### config.mk
export PLATFORM = sky130hd
export DESIGN_NAME = rbc_top
export DESIGN_NICKNAME = d
export VERILOG_FILES = /design/src/rtl/rbc_pkg.sv /design/src/rtl/rbc_sync.sv /design/src/rtl/rbc_top.sv
export VERILOG_INCLUDE_DIRS = /design/src /design/src/rtl
export SDC_FILE = /design/constraint.sdc
export NUM_CORES = 1
export LEC_CHECK = 0
export BUFFER_PORTS_ARGS = -buffer_cell sky130_fd_sc_hd__buf_4
export CORE_ASPECT_RATIO = 0.7
export CORE_UTILIZATION = 35
export CTS_BUF_LIST = sky130_fd_sc_hd__clkbuf_4
export CTS_CLUSTER_SIZE = 14
export DETAILED_ROUTE_END_ITERATION = 8
export SETUP_SLACK_MARGIN = 0.05
export SYNTH_ARGS = -nofsm -noshare
export SYNTH_HDL_FRONTEND = slang
export SYNTH_SLANG_ARGS = --single-unit
### constraint.sdc
create_clock -name clk -period 2.7 [get_ports clk]
set_input_delay 0.135 -clock clk [delete_from_list [all_inputs] [get_ports clk]]
set_output_delay 0.135 -clock clk [all_outputs]
set_load 0.01 [all_outputs]
### src/rtl/rbc_defines.svh
// register offsets, field positions and reset values of the rtc control block
`ifndef RBC_DEFINES_SVH
`define RBC_DEFINES_SVH

// ==========================================
// register offsets (4-bit register index)
`define RBC_OFS_BANK 4'h0
`define RBC_OFS_RST 4'h1
`define RBC_OFS_TIME_A 4'h2
`define RBC_OFS_TIME_B 4'h3
`define RBC_OFS_ALM_DAY 4'h4
`define RBC_OFS_ALM_WDAY 4'h5
`define RBC_OFS_IRQ_STAT 4'h8
`define RBC_OFS_IRQ_EN 4'h9
`define RBC_OFS_IRQ_CLR 4'ha

// ==========================================
// bank_select_and_enable fields
`define RBC_BANK_IRQ_EN 7
`define RBC_BANK_ADJUST 4
`define RBC_BANK_RUN_EN 3
`define RBC_BANK_ALM_EN 2
`define RBC_BANK_SEL 0

// ==========================================
// counter_reset_and_rate_select fields
`define RBC_RST_DIS1 7
`define RBC_RST_DIS16 6
`define RBC_RST_SECRST 5
`define RBC_RST_ALMRST 4
`define RBC_RST_LOW_RST 3'h7

// ==========================================
// interrupt status bits
`define RBC_IRQ_ADJ_DONE 0
`define RBC_IRQ_SRST_DONE 1
`define RBC_IRQ_SRC_EVT 2

// ==========================================
// time values and alarm reset values
`define RBC_PRESC_W 15
`define RBC_SEC_MAX 6'h3b
`define RBC_SEC_HALF 6'h1e
`define RBC_ALM_MIN_RST 6'h00
`define RBC_ALM_HOUR_RST 5'h00
`define RBC_ALM_DAY_RST 6'h01
`define RBC_ALM_WDAY_RST 3'h0

`endif

### src/rtl/rbc_pkg.sv
// types shared by the rtc control block
package rbc_pkg;

  // ==========================================
  // control fields of the bank register
  typedef struct packed {
    logic irq_en;
    logic run_en;
    logic alm_en;
    logic bank;
  } rbc_ctl_t;

  // ==========================================
  // rate and reset fields
  typedef struct packed {
    logic dis1;
    logic dis16;
    logic [2:0] low;
  } rbc_rate_t;

  // interrupt source choice
  typedef enum logic [1:0] {
    SRC_NONE = 2'b00,
    SRC_ALARM = 2'b01,
    SRC_1HZ = 2'b10,
    SRC_16HZ = 2'b11
  } rbc_src_t;

  // state of the low pulse on the interrupt line
  typedef enum logic {
    PULSE_IDLE = 1'b0,
    PULSE_LOW = 1'b1
  } rbc_pulse_t;

endpackage

### src/rtl/rbc_sync.sv
// three-stage synchroniser with rising edge pulse for the low-speed clock pin
module rbc_sync (
  // clock and reset
  input wire logic clk,
  input wire logic rst_n,
  // pin and result
  input wire logic pin,
  output logic rise
);

  logic [2:0] ff_r;
  logic [2:0] ff_nxt;
  logic lvl_r;
  logic lvl_nxt;
  logic rise_r;
  logic rise_nxt;

  // level accepted once stages two and three agree
  always_comb begin
    ff_nxt = {ff_r[1:0], pin};
    lvl_nxt = lvl_r;
    rise_nxt = 1'b0;
    if (ff_r[1] == ff_r[2]) begin
      lvl_nxt = ff_r[2];
      rise_nxt = ff_r[2] & ~lvl_r;
    end
  end

  always_ff @(posedge clk or negedge rst_n) begin
    if (!rst_n) begin
      ff_r <= 3'h0;
      lvl_r <= 1'b0;
      rise_r <= 1'b0;
    end else begin
      ff_r <= ff_nxt;
      lvl_r <= lvl_nxt;
      rise_r <= rise_nxt;
    end
  end

  assign rise = rise_r;

endmodule

### src/rtl/rbc_top.sv
// rtc bank select, enable, counter reset and interrupt source control
// ==========================================
`include "rbc_defines.svh"
module rbc_top
  import rbc_pkg::*;
#(
  parameter int PRESC_W = `RBC_PRESC_W,
  parameter bit LOW_BITS_RW = 1'b0
) (
  // clock and reset
  input wire logic clk,
  input wire logic rst_n,
  // low-speed clock pin
  input wire logic lsc_pin,
  // register port
  input wire logic [3:0] addr,
  input wire logic [7:0] wdata,
  input wire logic wr,
  input wire logic rd,
  output logic [7:0] rdata,
  // interrupts and pins
  output logic irq,
  output logic rtc_irq_n,
  output logic alarm_n
);

  // ==========================================
  // elaboration check
  if (PRESC_W < 5 || PRESC_W > 24) begin : g_chk
    $error("prescaler width out of range");
  end

  // ==========================================
  // state
  rbc_ctl_t ctl_r, ctl_nxt;
  rbc_rate_t rate_r, rate_nxt;
  rbc_pulse_t pulse_r, pulse_nxt;
  logic adj_pend_r, adj_pend_nxt;
  logic srst_pend_r, srst_pend_nxt;
  logic [PRESC_W-1:0] presc_r, presc_nxt;
  logic [5:0] sec_r, sec_nxt;
  logic [5:0] min_r, min_nxt;
  logic [5:0] amin_r, amin_nxt;
  logic [4:0] ahour_r, ahour_nxt;
  logic [5:0] aday_r, aday_nxt;
  logic [2:0] awday_r, awday_nxt;
  logic [2:0] stat_r, stat_nxt;
  logic [2:0] ien_r, ien_nxt;
  logic [7:0] rdata_r, rdata_nxt;
  logic irq_r, irq_nxt;
  logic rtc_irq_n_r;
  logic alarm_n_r;

  // ==========================================
  // combinational helpers
  logic lsc_rise;
  logic sec_tick;
  logic tick16;
  logic alm_hit;
  logic src_evt;
  logic adj_done;
  logic srst_done;
  rbc_src_t src;
  logic wr_bank;
  logic wr_rst;

  // low-speed clock from its pin
  rbc_sync i_rbc_sync (
    .clk(clk),
    .rst_n(rst_n),
    .pin(lsc_pin),
    .rise(lsc_rise)
  );

  // ==========================================
  // prescaler and ticks
  always_comb begin
    presc_nxt = presc_r;
    srst_pend_nxt = srst_pend_r;
    srst_done = 1'b0;
    sec_tick = 1'b0;
    tick16 = 1'b0;
    if (lsc_rise) begin
      if (srst_pend_r) begin
        presc_nxt = '0;
        srst_pend_nxt = 1'b0;
        srst_done = 1'b1;
      end else begin
        presc_nxt = presc_r + 1'b1;
        sec_tick = &presc_r;
        tick16 = &presc_r[PRESC_W-5:0];
      end
    end
    // a new request wins over completion
    if (wr_rst && wdata[`RBC_RST_SECRST]) begin
      srst_pend_nxt = 1'b1;
    end
  end

  // ==========================================
  // bus decode
  assign wr_bank = wr && (addr == `RBC_OFS_BANK);
  assign wr_rst = wr && (addr == `RBC_OFS_RST);

  // ==========================================
  // control registers and time counters
  always_comb begin
    ctl_nxt = ctl_r;
    rate_nxt = rate_r;
    adj_pend_nxt = adj_pend_r;
    sec_nxt = sec_r;
    min_nxt = min_r;
    amin_nxt = amin_r;
    ahour_nxt = ahour_r;
    aday_nxt = aday_r;
    awday_nxt = awday_r;
    adj_done = 1'b0;
    alm_hit = 1'b0;
    // count only while the clock runs
    if (sec_tick && ctl_r.run_en) begin
      if (adj_pend_r) begin
        sec_nxt = 6'h00;
        if (sec_r >= `RBC_SEC_HALF) begin
          min_nxt = (min_r == `RBC_SEC_MAX) ? 6'h00 : min_r + 6'h01;
        end
        adj_pend_nxt = 1'b0;
        adj_done = 1'b1;
      end else if (sec_r == `RBC_SEC_MAX) begin
        sec_nxt = 6'h00;
        min_nxt = (min_r == `RBC_SEC_MAX) ? 6'h00 : min_r + 6'h01;
      end else begin
        sec_nxt = sec_r + 6'h01;
      end
      alm_hit = (sec_nxt == 6'h00) && (min_nxt == amin_r);
    end
    // bank register write
    if (wr_bank) begin
      ctl_nxt.irq_en = wdata[`RBC_BANK_IRQ_EN];
      ctl_nxt.run_en = wdata[`RBC_BANK_RUN_EN];
      ctl_nxt.alm_en = wdata[`RBC_BANK_ALM_EN];
      ctl_nxt.bank = wdata[`RBC_BANK_SEL];
      if (wdata[`RBC_BANK_ADJUST]) begin
        adj_pend_nxt = 1'b1;
      end
    end
    // reset register write
    if (wr_rst) begin
      rate_nxt.dis1 = wdata[`RBC_RST_DIS1];
      rate_nxt.dis16 = wdata[`RBC_RST_DIS16];
      rate_nxt.low = LOW_BITS_RW ? wdata[2:0] : 3'h0;
      if (wdata[`RBC_RST_ALMRST]) begin
        amin_nxt = `RBC_ALM_MIN_RST;
        ahour_nxt = `RBC_ALM_HOUR_RST;
        aday_nxt = `RBC_ALM_DAY_RST;
        awday_nxt = `RBC_ALM_WDAY_RST;
      end
    end
    // time or alarm digits by bank
    if (wr && !ctl_r.bank) begin
      if (addr == `RBC_OFS_TIME_A) begin
        sec_nxt = wdata[5:0];
      end
      if (addr == `RBC_OFS_TIME_B) begin
        min_nxt = wdata[5:0];
      end
    end
    if (wr && ctl_r.bank) begin
      case (addr)
        `RBC_OFS_TIME_A: amin_nxt = wdata[5:0];
        `RBC_OFS_TIME_B: ahour_nxt = wdata[4:0];
        `RBC_OFS_ALM_DAY: aday_nxt = wdata[5:0];
        `RBC_OFS_ALM_WDAY: awday_nxt = wdata[2:0];
        default: ;
      endcase
    end
  end

  // ==========================================
  // interrupt source selection and pulse
  always_comb begin
    case ({rate_r.dis1, rate_r.dis16, ctl_r.alm_en})
      3'b111: src = SRC_ALARM;
      3'b010: src = SRC_1HZ;
      3'b100: src = SRC_16HZ;
      default: src = SRC_NONE;
    endcase
    case (src)
      SRC_ALARM: src_evt = alm_hit;
      SRC_1HZ: src_evt = sec_tick;
      SRC_16HZ: src_evt = tick16;
      default: src_evt = 1'b0;
    endcase
    src_evt = src_evt & ctl_r.irq_en;
    pulse_nxt = pulse_r;
    case (pulse_r)
      PULSE_IDLE: begin
        if (src_evt) begin
          pulse_nxt = PULSE_LOW;
        end
      end
      PULSE_LOW: begin
        if (lsc_rise) begin
          pulse_nxt = PULSE_IDLE;
        end
      end
      default: pulse_nxt = PULSE_IDLE;
    endcase
  end

  // ==========================================
  // sticky status, enable and level interrupt
  always_comb begin
    ien_nxt = ien_r;
    stat_nxt = stat_r;
    if (wr && addr == `RBC_OFS_IRQ_EN) begin
      ien_nxt = wdata[2:0];
    end
    if (wr && addr == `RBC_OFS_IRQ_CLR) begin
      stat_nxt = stat_r & ~wdata[2:0];
    end
    // a new event beats a clear
    stat_nxt[`RBC_IRQ_ADJ_DONE] = stat_nxt[`RBC_IRQ_ADJ_DONE] | adj_done;
    stat_nxt[`RBC_IRQ_SRST_DONE] = stat_nxt[`RBC_IRQ_SRST_DONE] | srst_done;
    stat_nxt[`RBC_IRQ_SRC_EVT] = stat_nxt[`RBC_IRQ_SRC_EVT] | src_evt;
    irq_nxt = |(stat_nxt & ien_nxt);
  end

  // ==========================================
  // read data, valid only in the cycle after the strobe
  always_comb begin
    rdata_nxt = 8'h00;
    if (rd) begin
      case (addr)
        `RBC_OFS_BANK: rdata_nxt = {ctl_r.irq_en, 2'b00, adj_pend_r, ctl_r.run_en,
                                    ctl_r.alm_en, 1'b0, ctl_r.bank};
        `RBC_OFS_RST: rdata_nxt = {rate_r.dis1, rate_r.dis16, srst_pend_r, 2'b00,
                                   rate_r.low};
        `RBC_OFS_TIME_A: rdata_nxt = ctl_r.bank ? {2'b00, amin_r} : {2'b00, sec_r};
        `RBC_OFS_TIME_B: rdata_nxt = ctl_r.bank ? {3'b000, ahour_r} : {2'b00, min_r};
        `RBC_OFS_ALM_DAY: rdata_nxt = ctl_r.bank ? {2'b00, aday_r} : 8'h00;
        `RBC_OFS_ALM_WDAY: rdata_nxt = ctl_r.bank ? {5'h00, awday_r} : 8'h00;
        `RBC_OFS_IRQ_STAT: rdata_nxt = {5'h00, stat_r};
        `RBC_OFS_IRQ_EN: rdata_nxt = {5'h00, ien_r};
        default: rdata_nxt = 8'h00;
      endcase
    end
  end

  // ==========================================
  // registers
  always_ff @(posedge clk or negedge rst_n) begin
    if (!rst_n) begin
      ctl_r <= '0;
      rate_r <= '{dis1: 1'b1, dis16: 1'b1, low: 3'h0};
      pulse_r <= PULSE_IDLE;
      adj_pend_r <= 1'b0;
      srst_pend_r <= 1'b0;
      presc_r <= '0;
      sec_r <= 6'h00;
      min_r <= 6'h00;
      amin_r <= `RBC_ALM_MIN_RST;
      ahour_r <= `RBC_ALM_HOUR_RST;
      aday_r <= `RBC_ALM_DAY_RST;
      awday_r <= `RBC_ALM_WDAY_RST;
      stat_r <= 3'h0;
      ien_r <= 3'h0;
      rdata_r <= 8'h00;
      irq_r <= 1'b0;
      rtc_irq_n_r <= 1'b1;
      alarm_n_r <= 1'b1;
    end else begin
      ctl_r <= ctl_nxt;
      rate_r <= rate_nxt;
      pulse_r <= pulse_nxt;
      adj_pend_r <= adj_pend_nxt;
      srst_pend_r <= srst_pend_nxt;
      presc_r <= presc_nxt;
      sec_r <= sec_nxt;
      min_r <= min_nxt;
      amin_r <= amin_nxt;
      ahour_r <= ahour_nxt;
      aday_r <= aday_nxt;
      awday_r <= awday_nxt;
      stat_r <= stat_nxt;
      ien_r <= ien_nxt;
      rdata_r <= rdata_nxt;
      irq_r <= irq_nxt;
      rtc_irq_n_r <= (pulse_nxt != PULSE_LOW);
      alarm_n_r <= (pulse_nxt != PULSE_LOW);
    end
  end

  // ==========================================
  // outputs
  assign rdata = rdata_r;
  assign irq = irq_r;
  assign rtc_irq_n = rtc_irq_n_r;
  assign alarm_n = alarm_n_r;

endmodule

# Word level (Yosys, flattened, before mapping)
# Index checks and enable logic that the tools add are counted.
[op_classes] addsub=3 n_mul=0 div=0 order_cmp=1 n_eq_ne=18 shifts=0 mux=59 bitwise=11 reduce_logical=16
[op_table] operator="$mux W6" n=25
[op_table] operator="$pmux W8 S8" n=1
[op_table] operator="$mux W3" n=7
[op_table] operator="$mux W5" n=4
[op_table] operator="$mux W1" n=17
[op_table] operator="$add A15 B1 Y15 const B" n=1
[op_table] operator="$mux W15" n=1
[op_table] operator="$reduce_and A15 Y1" n=1
[op_table] operator="$add A6 B1 Y6 const B" n=2
[op_table] operator="$eq A4 B4 Y1 const B" n=3
[op_table] operator="$eq A6 B6 Y1 const B" n=2
[op_table] operator="$reduce_and A11 Y1" n=1
[op_table] operator="$logic_and A1 B1 Y1" n=9
[op_table] operator="$eq A4 B2 Y1 const B" n=2
[op_table] operator="$eq A4 B3 Y1 const B" n=2
[op_table] operator="$mux W8" n=1
[op_table] operator="$and A3 B3 Y3" n=2
[op_table] operator="$eq A3 B3 Y1 const B" n=2
[op_table] operator="$eq A6 B6 Y1" n=1
[op_table] operator="$ge A6 B5 Y1 const B" n=1
[op_table] operator="$logic_not A6 Y1" n=1
[op_table] operator="$pmux W2 S3" n=1
[op_table] operator="$eq A2 B2 Y1 const B" n=2
[op_table] operator="$eq A4 B1 Y1 const B" n=1
[op_table] operator="other kinds (13)" n=18
[totals] register_bits=77 latch_bits=0 mem_bits_rw=0 rom_bits=0 in_bits=17 output_inout_bits=11 elab_cells=132 mem_count=0

# Logic depth before layout (Yosys ltp)
# Gate-level depths: netlist (run 1).
[logic_depth] ltp_word=13 depth_mapped=10 mapped_depth_nobuf=9

# Cells and area by module
# Synthesis (run 1) repeated with hierarchy kept, for this count alone.
[hier_totals] cells_unflattened=455 hier_area_um2=4212.8
[modules_own_cells] mod="rbc_top" n_inst=1 cells_per_inst=448 area_each_um2=4066.4 seq_area_each_um2=1806.7
[modules_own_cells] mod="rbc_sync" n_inst=1 cells_per_inst=7 area_each_um2=146.4 seq_area_each_um2=125.1

# Least setup slack after synthesis (run 1)
# OpenSTA, ideal clock, no wires.
[synth_timing] path_type="register to register" startpoint="register sec_r[0]" endpoint="register alarm_n_r (netlist: alarm_n)" setup_time_ps=77 arrival_time_ps=2335 t_required_ps=2623 setup_slack_ps=288 path_stages_with_launch=11 n_path_buf=1 period_less_slack_ps=2412 path_cell_list="dfrtp_1 > inv_1 > ha_1 > o2111a_1 > or2_1 > buf_6 > and4_4 > or3_1 > a211oi_2 > a41oi_2 > a21o_1"
[synth_between] elab_chain_len=12 elab_cells_between_ends=19 cone_classes="add/sub: 1; order compare: 1; eq/ne: 2; mux: 11; bitwise: 2; reduce/logical: 2"
[synth_lines] item="from (decl)" line_no="rbc_top.sv:41" text="logic [5:0] sec_r, sec_nxt;"
[synth_lines] item="from (signal assigned)" line_no="rbc_top.sv:278" text="sec_r <= sec_nxt;"
[synth_lines] item="$add A6 B1 Y6, or another cell as far along" line_no="rbc_top.sv:132" text="sec_nxt = sec_r + 6'h01;"
[synth_lines] item="$mux W6, on equally long branches" line_no="rbc_top.sv:128, rbc_top.sv:123"
[synth_lines] item="$mux W6" line_no="rbc_top.sv:121" text="if (adj_pend_r) begin"
[synth_lines] item="$mux W6" line_no="rbc_top.sv:120" text="if (sec_tick && ctl_r.run_en) begin"
[synth_lines] item="$logic_not A6 Y1 or $eq A6 B6 Y1 (tied branches)" line_no="rbc_top.sv:134" text="alm_hit = (sec_nxt == 6'h00) && (min_nxt == amin_r);"
[synth_lines] item="$logic_and A1 B1 Y1 *" line_no="rbc_top.sv:134"
[synth_lines] item="$mux W1 *" line_no="rbc_top.sv:120"
[synth_lines] item="$pmux W1 S3 *" line_no="rbc_top.sv:187" text="case (src)"
[synth_lines] item="$and A1 B1 Y1 *" line_no="rbc_top.sv:193" text="src_evt = src_evt & ctl_r.irq_en;"
[synth_lines] item="$mux W1 *" line_no="rbc_top.sv:197" text="if (src_evt) begin"
[synth_lines] item="$pmux W1 S2 *" line_no="rbc_top.sv:195" text="case (pulse_r)"
[synth_lines] item="$not A1 Y1 *" line_no="rbc_top.sv:289" text="alarm_n_r <= (pulse_nxt != PULSE_LOW);"
[synth_lines] item="to (signal assigned)" line_no="rbc_top.sv:289"
[synth_lines] item="to (decl)" line_no="rbc_top.sv:52" text="logic alarm_n_r;"
# Every way passes the cells marked *; elsewhere a longest branch is shown, timed or not. The select of a mux whose other input is x is not followed.
# A chain may end at the register's enable or synchronous reset.

# Worst setup path after layout (run 1)
# Same ends and word-level chain as after synthesis.

==> reports/summary.txt, run 1 <==
TIMING
-------------------------------------------------------------------------------------------
Sum of negative setup slack ..................................................         0 ns
Final Hold Vio Count .........................................................            0
Final setup skew .............................................................   0.01023 ns
Final Slew Violations ........................................................            0
Final Setup Violations .......................................................            0
Fmax .........................................................................    386.5 MHz
Slew of the pin with the lowest slew margin ..................................    0.9704 ns
Post-route clock period utilization ..........................................       95.83%
Final worst setup slack ......................................................    0.1127 ns
Setup repair after global routing missed its margin ..........................         true
Max-slew headroom ............................................................       35.30%
Tmin final ...................................................................     2.587 ns

GRT
-------------------------------------------------------------------------------------------
First-pass GRT wire length ...................................................     18840 µm
Vias in the first global route ...............................................         3362
GR Util All Layers ...........................................................       20.09%
Maximum number of pins on one net before global-route repair .................           78
Initial antenna violation count ..............................................            0
Global route total overflow ..................................................            0

CTS
-------------------------------------------------------------------------------------------
Clock Root Buffer ............................................................ sky130_fd_sc_hd__clkbuf_4
Clock tree from TritonCTS ....................................................          yes
Clock-pin slew on the worst setup and hold paths .............................      0.15 ns
Worst skew pair latency ......................................................      0.46 ns
Clock sink count .............................................................           77
Depth of the CTS H-tree ......................................................            3
Clock buffers created by TritonCTS ...........................................            9
Setup Buffers After CTS ......................................................            0
Maximum root-to-sink buffer count ............................................            2

POWER AND IR DROP
-------------------------------------------------------------------------------------------
Power density cells .......................................................... 654.8 mW/mm²
Leakage power total ..........................................................  0.002057 µW
Overall Power ................................................................      3178 µW
Peak VDD IR ..................................................................  0.0004304 V

PLACEMENT
-------------------------------------------------------------------------------------------
Instance area after placement ................................................ 0.004576 mm²
Buffers added on ports .......................................................           27
DP Wirelength ................................................................      8273 µm
Placed cell count ............................................................          614
DP Worst Slack ...............................................................   0.08663 ns
Final weighted congestion in routability-driven placement ....................       0.8619

ROUTING
-------------------------------------------------------------------------------------------
Number of DRC violations after detailed routing ..............................            0
Top Layer Used ...............................................................         met4
Number of design-rule violations left by the first detailed-router iteration .          287
Number of routed nets with antenna violations ................................            0
Avg Vias per Cell ............................................................        5.630
Routed wl met3 ...............................................................       721 µm
WL/cell ......................................................................     18.10 µm
Met1 wire length .............................................................      5974 µm
Amount of wire on met2 after detailed routing ................................      4795 µm
Detailed-router iteration count before antenna repair ........................            5
Via Count ....................................................................         3609
Final Routed Wirelength ......................................................     11600 µm

LOGIC SYNTHESIS
-------------------------------------------------------------------------------------------
Mapped Area .................................................................. 0.004187 mm²
Seq cells post-synth .........................................................           77
Number of distinct library cells after synthesis .............................           68
Net count after synthesis ....................................................          461
Share of the yosys chip area belonging to registers ..........................       46.14%
Post-synthesis async set-or-reset flop share .................................       100.0%
Prevailing post-synth register cell .......................................... sky130_fd_sc_hd__dfrtp_1
Number of instances in the synthesized netlist ...............................          440
Number of synthesized flops with an enable pin ...............................            0
Post-synthesis area per instance .............................................    9.515 µm²
Warning count from the yosys run .............................................            0

WORST HOLD PATH
-------------------------------------------------------------------------------------------
Endpoint of the worst hold path ..............................................   adj_pend_r
Hold Path Origin .............................................................           wr
Instance count along the most critical hold path .............................            2
Min-Delay Path Class ......................................................... primary input to register

SETUP PATH
-------------------------------------------------------------------------------------------
WP data arrival ..............................................................      3.00 ns
Critical Path Sink Type ......................................................     register
WS Path Type ................................................................. register to register
Launching point of the worst reg2reg path ....................................     sec_r[0]
Worst setup SP type ..........................................................     register
Register-to-Register Setup Slack .............................................      0.11 ns
Reg-to-reg critical path endpoint ............................................      alarm_n
WP data required .............................................................      3.11 ns
Biggest fanout along the worst timing path ...................................           11
Source of the critical timing path ...........................................     sec_r[0]
Cells on worst reg2reg path ..................................................            8

DIE
-------------------------------------------------------------------------------------------
Die area .....................................................................  0.01241 mm²
Initial cell density of the core .............................................       35.83%
Cell Rows ....................................................................           33
Die extent in y ..............................................................     93.51 µm
Io pins ......................................................................           28
Horizontal extent of the die .................................................     132.7 µm
Core area ....................................................................  0.01169 mm²

LAYOUT
-------------------------------------------------------------------------------------------
Net total in the final layout ................................................          500
Commonest non-fill, non-tap cells in the layout .............................. sky130_fd_sc_hd__dfrtp_1 (71), sky130_fd_sc_hd__nand2_1 (46), sky130_fd_sc_hd__buf_4 (42)
Final standard cell area without fillers ..................................... 0.004853 mm²
Synth-to-Final Area Change ...................................................       15.93%
Number of antenna cells inserted .............................................            0
Fraction of final layout cells with drive strength greater than 1 ............       19.01%
Leading cell type in the layout, fill and taps excluded ...................... sky130_fd_sc_hd__dfrtp_1
Filler-free cell count of the finished design ................................          641

OUTCOME
-------------------------------------------------------------------------------------------
Outcome ...................................................................... complete, no violations

JOB
-------------------------------------------------------------------------------------------
Number of max-cap violations .................................................            0

Yosys cell counts, types with 10 or more instances:
cell type	number	area (µm²)
sky130_fd_sc_hd__a21oi_1	28	140.1
sky130_fd_sc_hd__a22o_1	16	140.1
sky130_fd_sc_hd__and3_1	11	68.82
sky130_fd_sc_hd__clkbuf_1	15	56.30
sky130_fd_sc_hd__dfrtp_1	73	1827
sky130_fd_sc_hd__inv_1	13	48.80
sky130_fd_sc_hd__mux2_2	13	146.4
sky130_fd_sc_hd__mux2i_1	10	100.1
sky130_fd_sc_hd__nand2_1	46	172.7
sky130_fd_sc_hd__nand3_1	15	75.07
sky130_fd_sc_hd__nor2_1	37	138.9
sky130_fd_sc_hd__nor3_1	14	70.07
sky130_fd_sc_hd__o21ai_0	25	125.1
per-layer routing:
layer / global-route usage (%) / vias to the layer above
met1: 31.07 / 1783
met2: 28.25 / 115
met5: 0 / -
li1: - / 1702
met3: 3.794 / 9
met4: 4.885 / 0
flip-flops by register name, summed over array words and instances (netlist names):
| register | flops |
|---|---|
| ctl_r | 4 |
| pulse_r | 1 |
| stat_r | 3 |
| i_rbc_sync.lvl_r | 1 |
| irq | 1 |
| awday_r | 3 |
| rate_r | 2 |
| i_rbc_sync.rise | 1 |
| i_rbc_sync.ff_r | 3 |
| srst_pend_r | 1 |
| ahour_r | 5 |
| presc_r | 15 |
| adj_pend_r | 1 |
| alarm_n | 1 |
| aday_r | 6 |
| rdata | 8 |
| min_r | 6 |
| ien_r | 3 |
| sec_r | 6 |
| amin_r | 6 |
kinds of logic after synthesis:
family / count (synthesis) / share of synthesized area, %
muxes: 24 / 6.157
AOI/OAI and AO/OA: 131 / 22.21
adders and majority gates: 5 / 1.435
buffers and inverters: 39 / 4.184
and+or+nand+nor: 156 / 18.20
xor gates and xnor gates: 8 / 1.674
DFF: 77 / 46.14
power breakdown:
| part | switching [µW] | leakage, µW | internal, µW |
|---|---|---|---|
| registers | 227 | 0.000979 | 1330 |
| logic | 437 | 0.000992 | 393 |
| clock network | 490 | 0.0000854 | 306 |
| total | 1150 | 0.00206 | 2030 |
through the flow:
stage | hold slack [ns] | utilization [%]
final | 0.02569 | 41.54
after CTS | 0.0004988 | 41.43
after floorplan | -0.1606 | -
after detailed placement | 0.2474 | 39.16
after global routing | 0.01022 | 41.54
after global placement | 0.2457 | 39.16
worst max-delay path, cell delays in order (launching register included):
cell,delay [ns]
sky130_fd_sc_hd__dfrtp_2,0.49
sky130_fd_sc_hd__ha_1,0.23
sky130_fd_sc_hd__nor2b_4,0.14
sky130_fd_sc_hd__a41o_2,0.36
sky130_fd_sc_hd__and4_4,0.20
sky130_fd_sc_hd__or3_1,0.36
sky130_fd_sc_hd__a211oi_2,0.30
sky130_fd_sc_hd__a41oi_2,0.22
sky130_fd_sc_hd__a21o_1,0.23
what timing repair did:
action | CTS | global route
hold endpoints to repair | 102 | 0
resized for setup | 0 | 5
endpoints found under the setup margin | 0 | 6
hold buffers | 11 | 0
area by class of cell:
cell class	instances	area [µm²]
flip-flops and latches	77	1934
clock buffers	9	67.56
repair buffers	53	425.4
well taps	157	196.4
clock inverters	7	87.58
fillers	1167	6832
inverters	14	52.55
multi-input cells	324	2090
worst max path at each step:
stage / to / slack, ns / cells past startpoint
final: alarm_n / 0.11 / 8
after global routing: alarm_n / 0.04 / 8
after CTS: alarm_n / 0.07 / 8
after detailed placement: alarm_n / 0.09 / 8
after global placement: alarm_n / 0.15 / 8
after floorplan: alarm_n / 0.29 / 10
No activity file was read; power rests on OpenSTA's default activity.
==> inputs of run 2 (changes only) <==
Settings changed: ABC_AREA set to 1.
==> reports/summary.txt, run 2 <==
GRT
-------------------------------------------------------------------------------------------
First-pass GRT wire length ...................................................     18980 µm
Vias in the first global route ...............................................         3509
Initial antenna violation count ..............................................            0
Maximum number of pins on one net before global-route repair .................           78
GR Util All Layers ...........................................................       21.19%
Global route total overflow ..................................................            0

LAYOUT
-------------------------------------------------------------------------------------------
Biggest register .............................................................      presc_r
Commonest non-fill, non-tap cells in the layout .............................. sky130_fd_sc_hd__nand2_1 (113), sky130_fd_sc_hd__inv_1 (74), sky130_fd_sc_hd__dfrtp_1 (73)
Leading cell type in the layout, fill and taps excluded ...................... sky130_fd_sc_hd__nand2_1
Flip-flop count of the largest register, all copies and words added ..........           15
Number of antenna cells inserted .............................................            0
Final core utilization .......................................................       41.65%
Net total in the final layout ................................................          581
Synth-to-Final Area Change ...................................................       14.21%
Final standard cell area without fillers ..................................... 0.004636 mm²
Fraction of final layout cells with drive strength greater than 1 ............       11.15%

PLACEMENT
-------------------------------------------------------------------------------------------
Buffers added on ports .......................................................           27
Instance area after placement ................................................ 0.004412 mm²
DP Wirelength ................................................................      8637 µm
Final weighted congestion in routability-driven placement ....................       0.8883

POWER AND IR DROP
-------------------------------------------------------------------------------------------
Peak VDD IR ..................................................................  0.0002452 V
Part of the total power dissipated in sequential elements ....................        50.4%
Power dissipated by switching net loads ......................................      1035 µW
Fraction of power spent switching nets .......................................       34.79%
Leakage power total ..........................................................  0.002195 µW
Total internal power .........................................................      1940 µW
Power density cells .......................................................... 641.8 mW/mm²
Logic gate share of total power ..............................................        21.3%
Clk network pwr share ........................................................        28.2%

SETUP PATH
-------------------------------------------------------------------------------------------
Biggest fanout along the worst timing path ...................................           10
Worst setup SP type ..........................................................     register
Cells on worst reg2reg path ..................................................           15
Register-to-Register Setup Slack .............................................      0.26 ns
Reg-to-reg critical path endpoint ............................................      pulse_r
Source of the critical timing path ...........................................     sec_r[1]
Launching point of the worst reg2reg path ....................................     sec_r[1]
WP data arrival ..............................................................      2.83 ns
WS Path Type ................................................................. register to register
WP data required .............................................................      3.10 ns
Critical Path Sink Type ......................................................     register

TIMING
-------------------------------------------------------------------------------------------
Final Hold Vio Count .........................................................            0
Fmax .........................................................................    410.4 MHz
Final Setup Violations .......................................................            0
Hold slack ................................................................... 0.00001524 ns
Final setup skew .............................................................   0.02263 ns
Post-route clock period utilization ..........................................       90.24%
Final Slew Violations ........................................................            0
Tmin final ...................................................................     2.436 ns
Max-slew headroom ............................................................       33.73%
Sum of negative setup slack ..................................................         0 ns
Slew of the pin with the lowest slew margin ..................................    0.9941 ns
Setup repair after global routing missed its margin ..........................        false

DIE
-------------------------------------------------------------------------------------------
Die extent in y ..............................................................     92.10 µm
Cell Rows ....................................................................           32
Core area ....................................................................  0.01113 mm²
Die area .....................................................................  0.01204 mm²
Horizontal extent of the die .................................................     130.7 µm
Initial cell density of the core .............................................       36.47%
Io pins ......................................................................           28

LOGIC SYNTHESIS
-------------------------------------------------------------------------------------------
Top cells by area in the synthesized netlist ................................. sky130_fd_sc_hd__dfrtp_1 (45%), sky130_fd_sc_hd__nand2_1 (10%), sky130_fd_sc_hd__o21ai_0 (7.5%), sky130_fd_sc_hd__inv_1 (6.8%), sky130_fd_sc_hd__nand3_1 (5.7%)
Cell accounting for the most synthesized area ................................ sky130_fd_sc_hd__dfrtp_1
Post-synthesis area per instance .............................................    7.731 µm²
Number of synthesized flops with an enable pin ...............................            0
Mapped Area .................................................................. 0.004059 mm²
Warning count from the yosys run .............................................            0
Cell with the most instances after synthesis ................................. sky130_fd_sc_hd__nand2_1
Net count after synthesis ....................................................          546
Area fraction of the dominant cell type after synthesis ......................       45.01%
Post-synthesis async set-or-reset flop share .................................       100.0%
Prevailing post-synth register cell .......................................... sky130_fd_sc_hd__dfrtp_1
Top cell types by occurrence after synthesis ................................. sky130_fd_sc_hd__nand2_1 (113), sky130_fd_sc_hd__inv_1 (74), sky130_fd_sc_hd__dfrtp_1 (73)
Share of the yosys chip area belonging to registers ..........................       47.60%
Number of distinct library cells after synthesis .............................           45
Number of instances in the synthesized netlist ...............................          525
Seq cells post-synth .........................................................           77

WORST HOLD PATH
-------------------------------------------------------------------------------------------
Min-Delay Path Class ......................................................... primary input to register
Hold Path Origin .............................................................     wdata[2]
Endpoint of the worst hold path ..............................................     ien_r[2]
Instance count along the most critical hold path .............................            3

CTS
-------------------------------------------------------------------------------------------
Worst skew pair latency ......................................................      0.46 ns
Cts hold-fix bufs ............................................................            6
Clock tree from TritonCTS ....................................................          yes
Clock sink count .............................................................           77
Clock buffers created by TritonCTS ...........................................            9
Depth of the CTS H-tree ......................................................            3
Clock-pin slew on the worst setup and hold paths .............................      0.13 ns
Clock Root Buffer ............................................................ sky130_fd_sc_hd__clkbuf_4
Maximum root-to-sink buffer count ............................................            2
Setup Buffers After CTS ......................................................            0
CTS-repair resized insts .....................................................            0

ROUTING
-------------------------------------------------------------------------------------------
Number of DRC violations after detailed routing ..............................            0
Number of routed nets with antenna violations ................................            0
Final Routed Wirelength ......................................................     11740 µm
WL/cell ......................................................................     16.36 µm
Detailed-router iteration count before antenna repair ........................            5
Via Count ....................................................................         3796
Number of design-rule violations left by the first detailed-router iteration .          364
Avg Vias per Cell ............................................................        5.287

JOB
-------------------------------------------------------------------------------------------
Number of max-cap violations .................................................            0

OUTCOME
-------------------------------------------------------------------------------------------
Outcome ...................................................................... complete, no violations

[run 2: cell count changes in the layout (fill, tap and decap cells not counted), moves of 10 or more]
cell,delta
sky130_fd_sc_hd__buf_4,-13
sky130_fd_sc_hd__and3_1,-11
sky130_fd_sc_hd__nand2_1,+67
sky130_fd_sc_hd__inv_1,+61
sky130_fd_sc_hd__mux2_2,-12
sky130_fd_sc_hd__mux2i_1,-10
sky130_fd_sc_hd__nand3_1,+31
sky130_fd_sc_hd__a22o_1,-15
sky130_fd_sc_hd__o21ai_0,+36
[run 2: area by class of cell]
class / count / area [µm²]
multi-input cells: 359 / 1778
flip-flops and latches: 77 / 1932
clock inverters: 7 / 96.34
well taps: 153 / 191.4
clock buffers: 9 / 67.56
inverters: 78 / 292.8
fillers: 1154 / 6495
repair buffers: 35 / 277.8
[run 2: per-stage QoR]
| stage | power [µW] | worst slack [ns] | cells |
|---|---|---|---|
| finish | 2975 | 0.2636 | 718 |
| global route | 3145 | 0.06577 | 718 |
| CTS | 2968 | 0.3056 | 718 |
| detailed placement | 2133 | 0.3456 | 696 |
| global placement | 2132 | 0.4572 | 696 |
| floorplan | 1908 | 0.7949 | 525 |
[run 2: how the worst max path moves through the flow]
stage / endpoint / slack, ns / cells past startpoint
global route: pulse_r / 0.07 / 15
detailed placement: irq / 0.35 / 15
global placement: irq / 0.46 / 15
CTS: pulse_r / 0.31 / 15
finish: pulse_r / 0.26 / 15
floorplan: pulse_r / 0.79 / 16
[run 2: per-layer routing]
| metal | GRT usage, % | vias to the layer above | part of all wire (%) |
|---|---|---|---|
| met5 | 0 | - | 0 |
| met4 | 5.556 | 0 | 1.7 |
| met3 | 4.726 | 17 | 7.5 |
| met2 | 27.25 | 146 | 38 |
| met1 | 34.27 | 1816 | 53 |
| li1 | - | 1817 | - |
[run 2: power groups by stage]
stage	combinational, µW	clock, µW	sequential [µW]
floorplan	462	0	1450
global placement	620	0	1510
detailed placement	618	0	1520
CTS	627	847	1490
global route	731	892	1520
finish	634	840	1500
[run 2: worst max-delay path, cell delays in order (launching register included)]
cell                      delay (ns)
sky130_fd_sc_hd__dfrtp_1        0.49
sky130_fd_sc_hd__ha_1           0.27
sky130_fd_sc_hd__nand3_1        0.17
sky130_fd_sc_hd__o21ai_4        0.35
sky130_fd_sc_hd__nand2_4        0.12
sky130_fd_sc_hd__inv_2          0.11
sky130_fd_sc_hd__nand2_1        0.09
sky130_fd_sc_hd__nand3_1        0.09
sky130_fd_sc_hd__nand2_1        0.05
sky130_fd_sc_hd__inv_1          0.04
sky130_fd_sc_hd__nand3_1        0.09
sky130_fd_sc_hd__o21ai_1        0.18
sky130_fd_sc_hd__nand2_1        0.14
sky130_fd_sc_hd__nand2_1        0.10
sky130_fd_sc_hd__nand2_2        0.05
sky130_fd_sc_hd__inv_1          0.05
[run 2: kinds of logic (layout without fill, tap and decap cells)]
family | count (synthesis) | after routing | synth area share (%)
simple gates | 223 | 223 | 23.49
fa+ha+maj | 5 | 5 | 1.480
mux | 1 | 1 | 0.2774
compound gates | 129 | 129 | 18.34
buf+inv | 89 | 129 | 8.600
xor+xnor | 1 | 1 | 0.2158
flops | 77 | 77 | 47.60
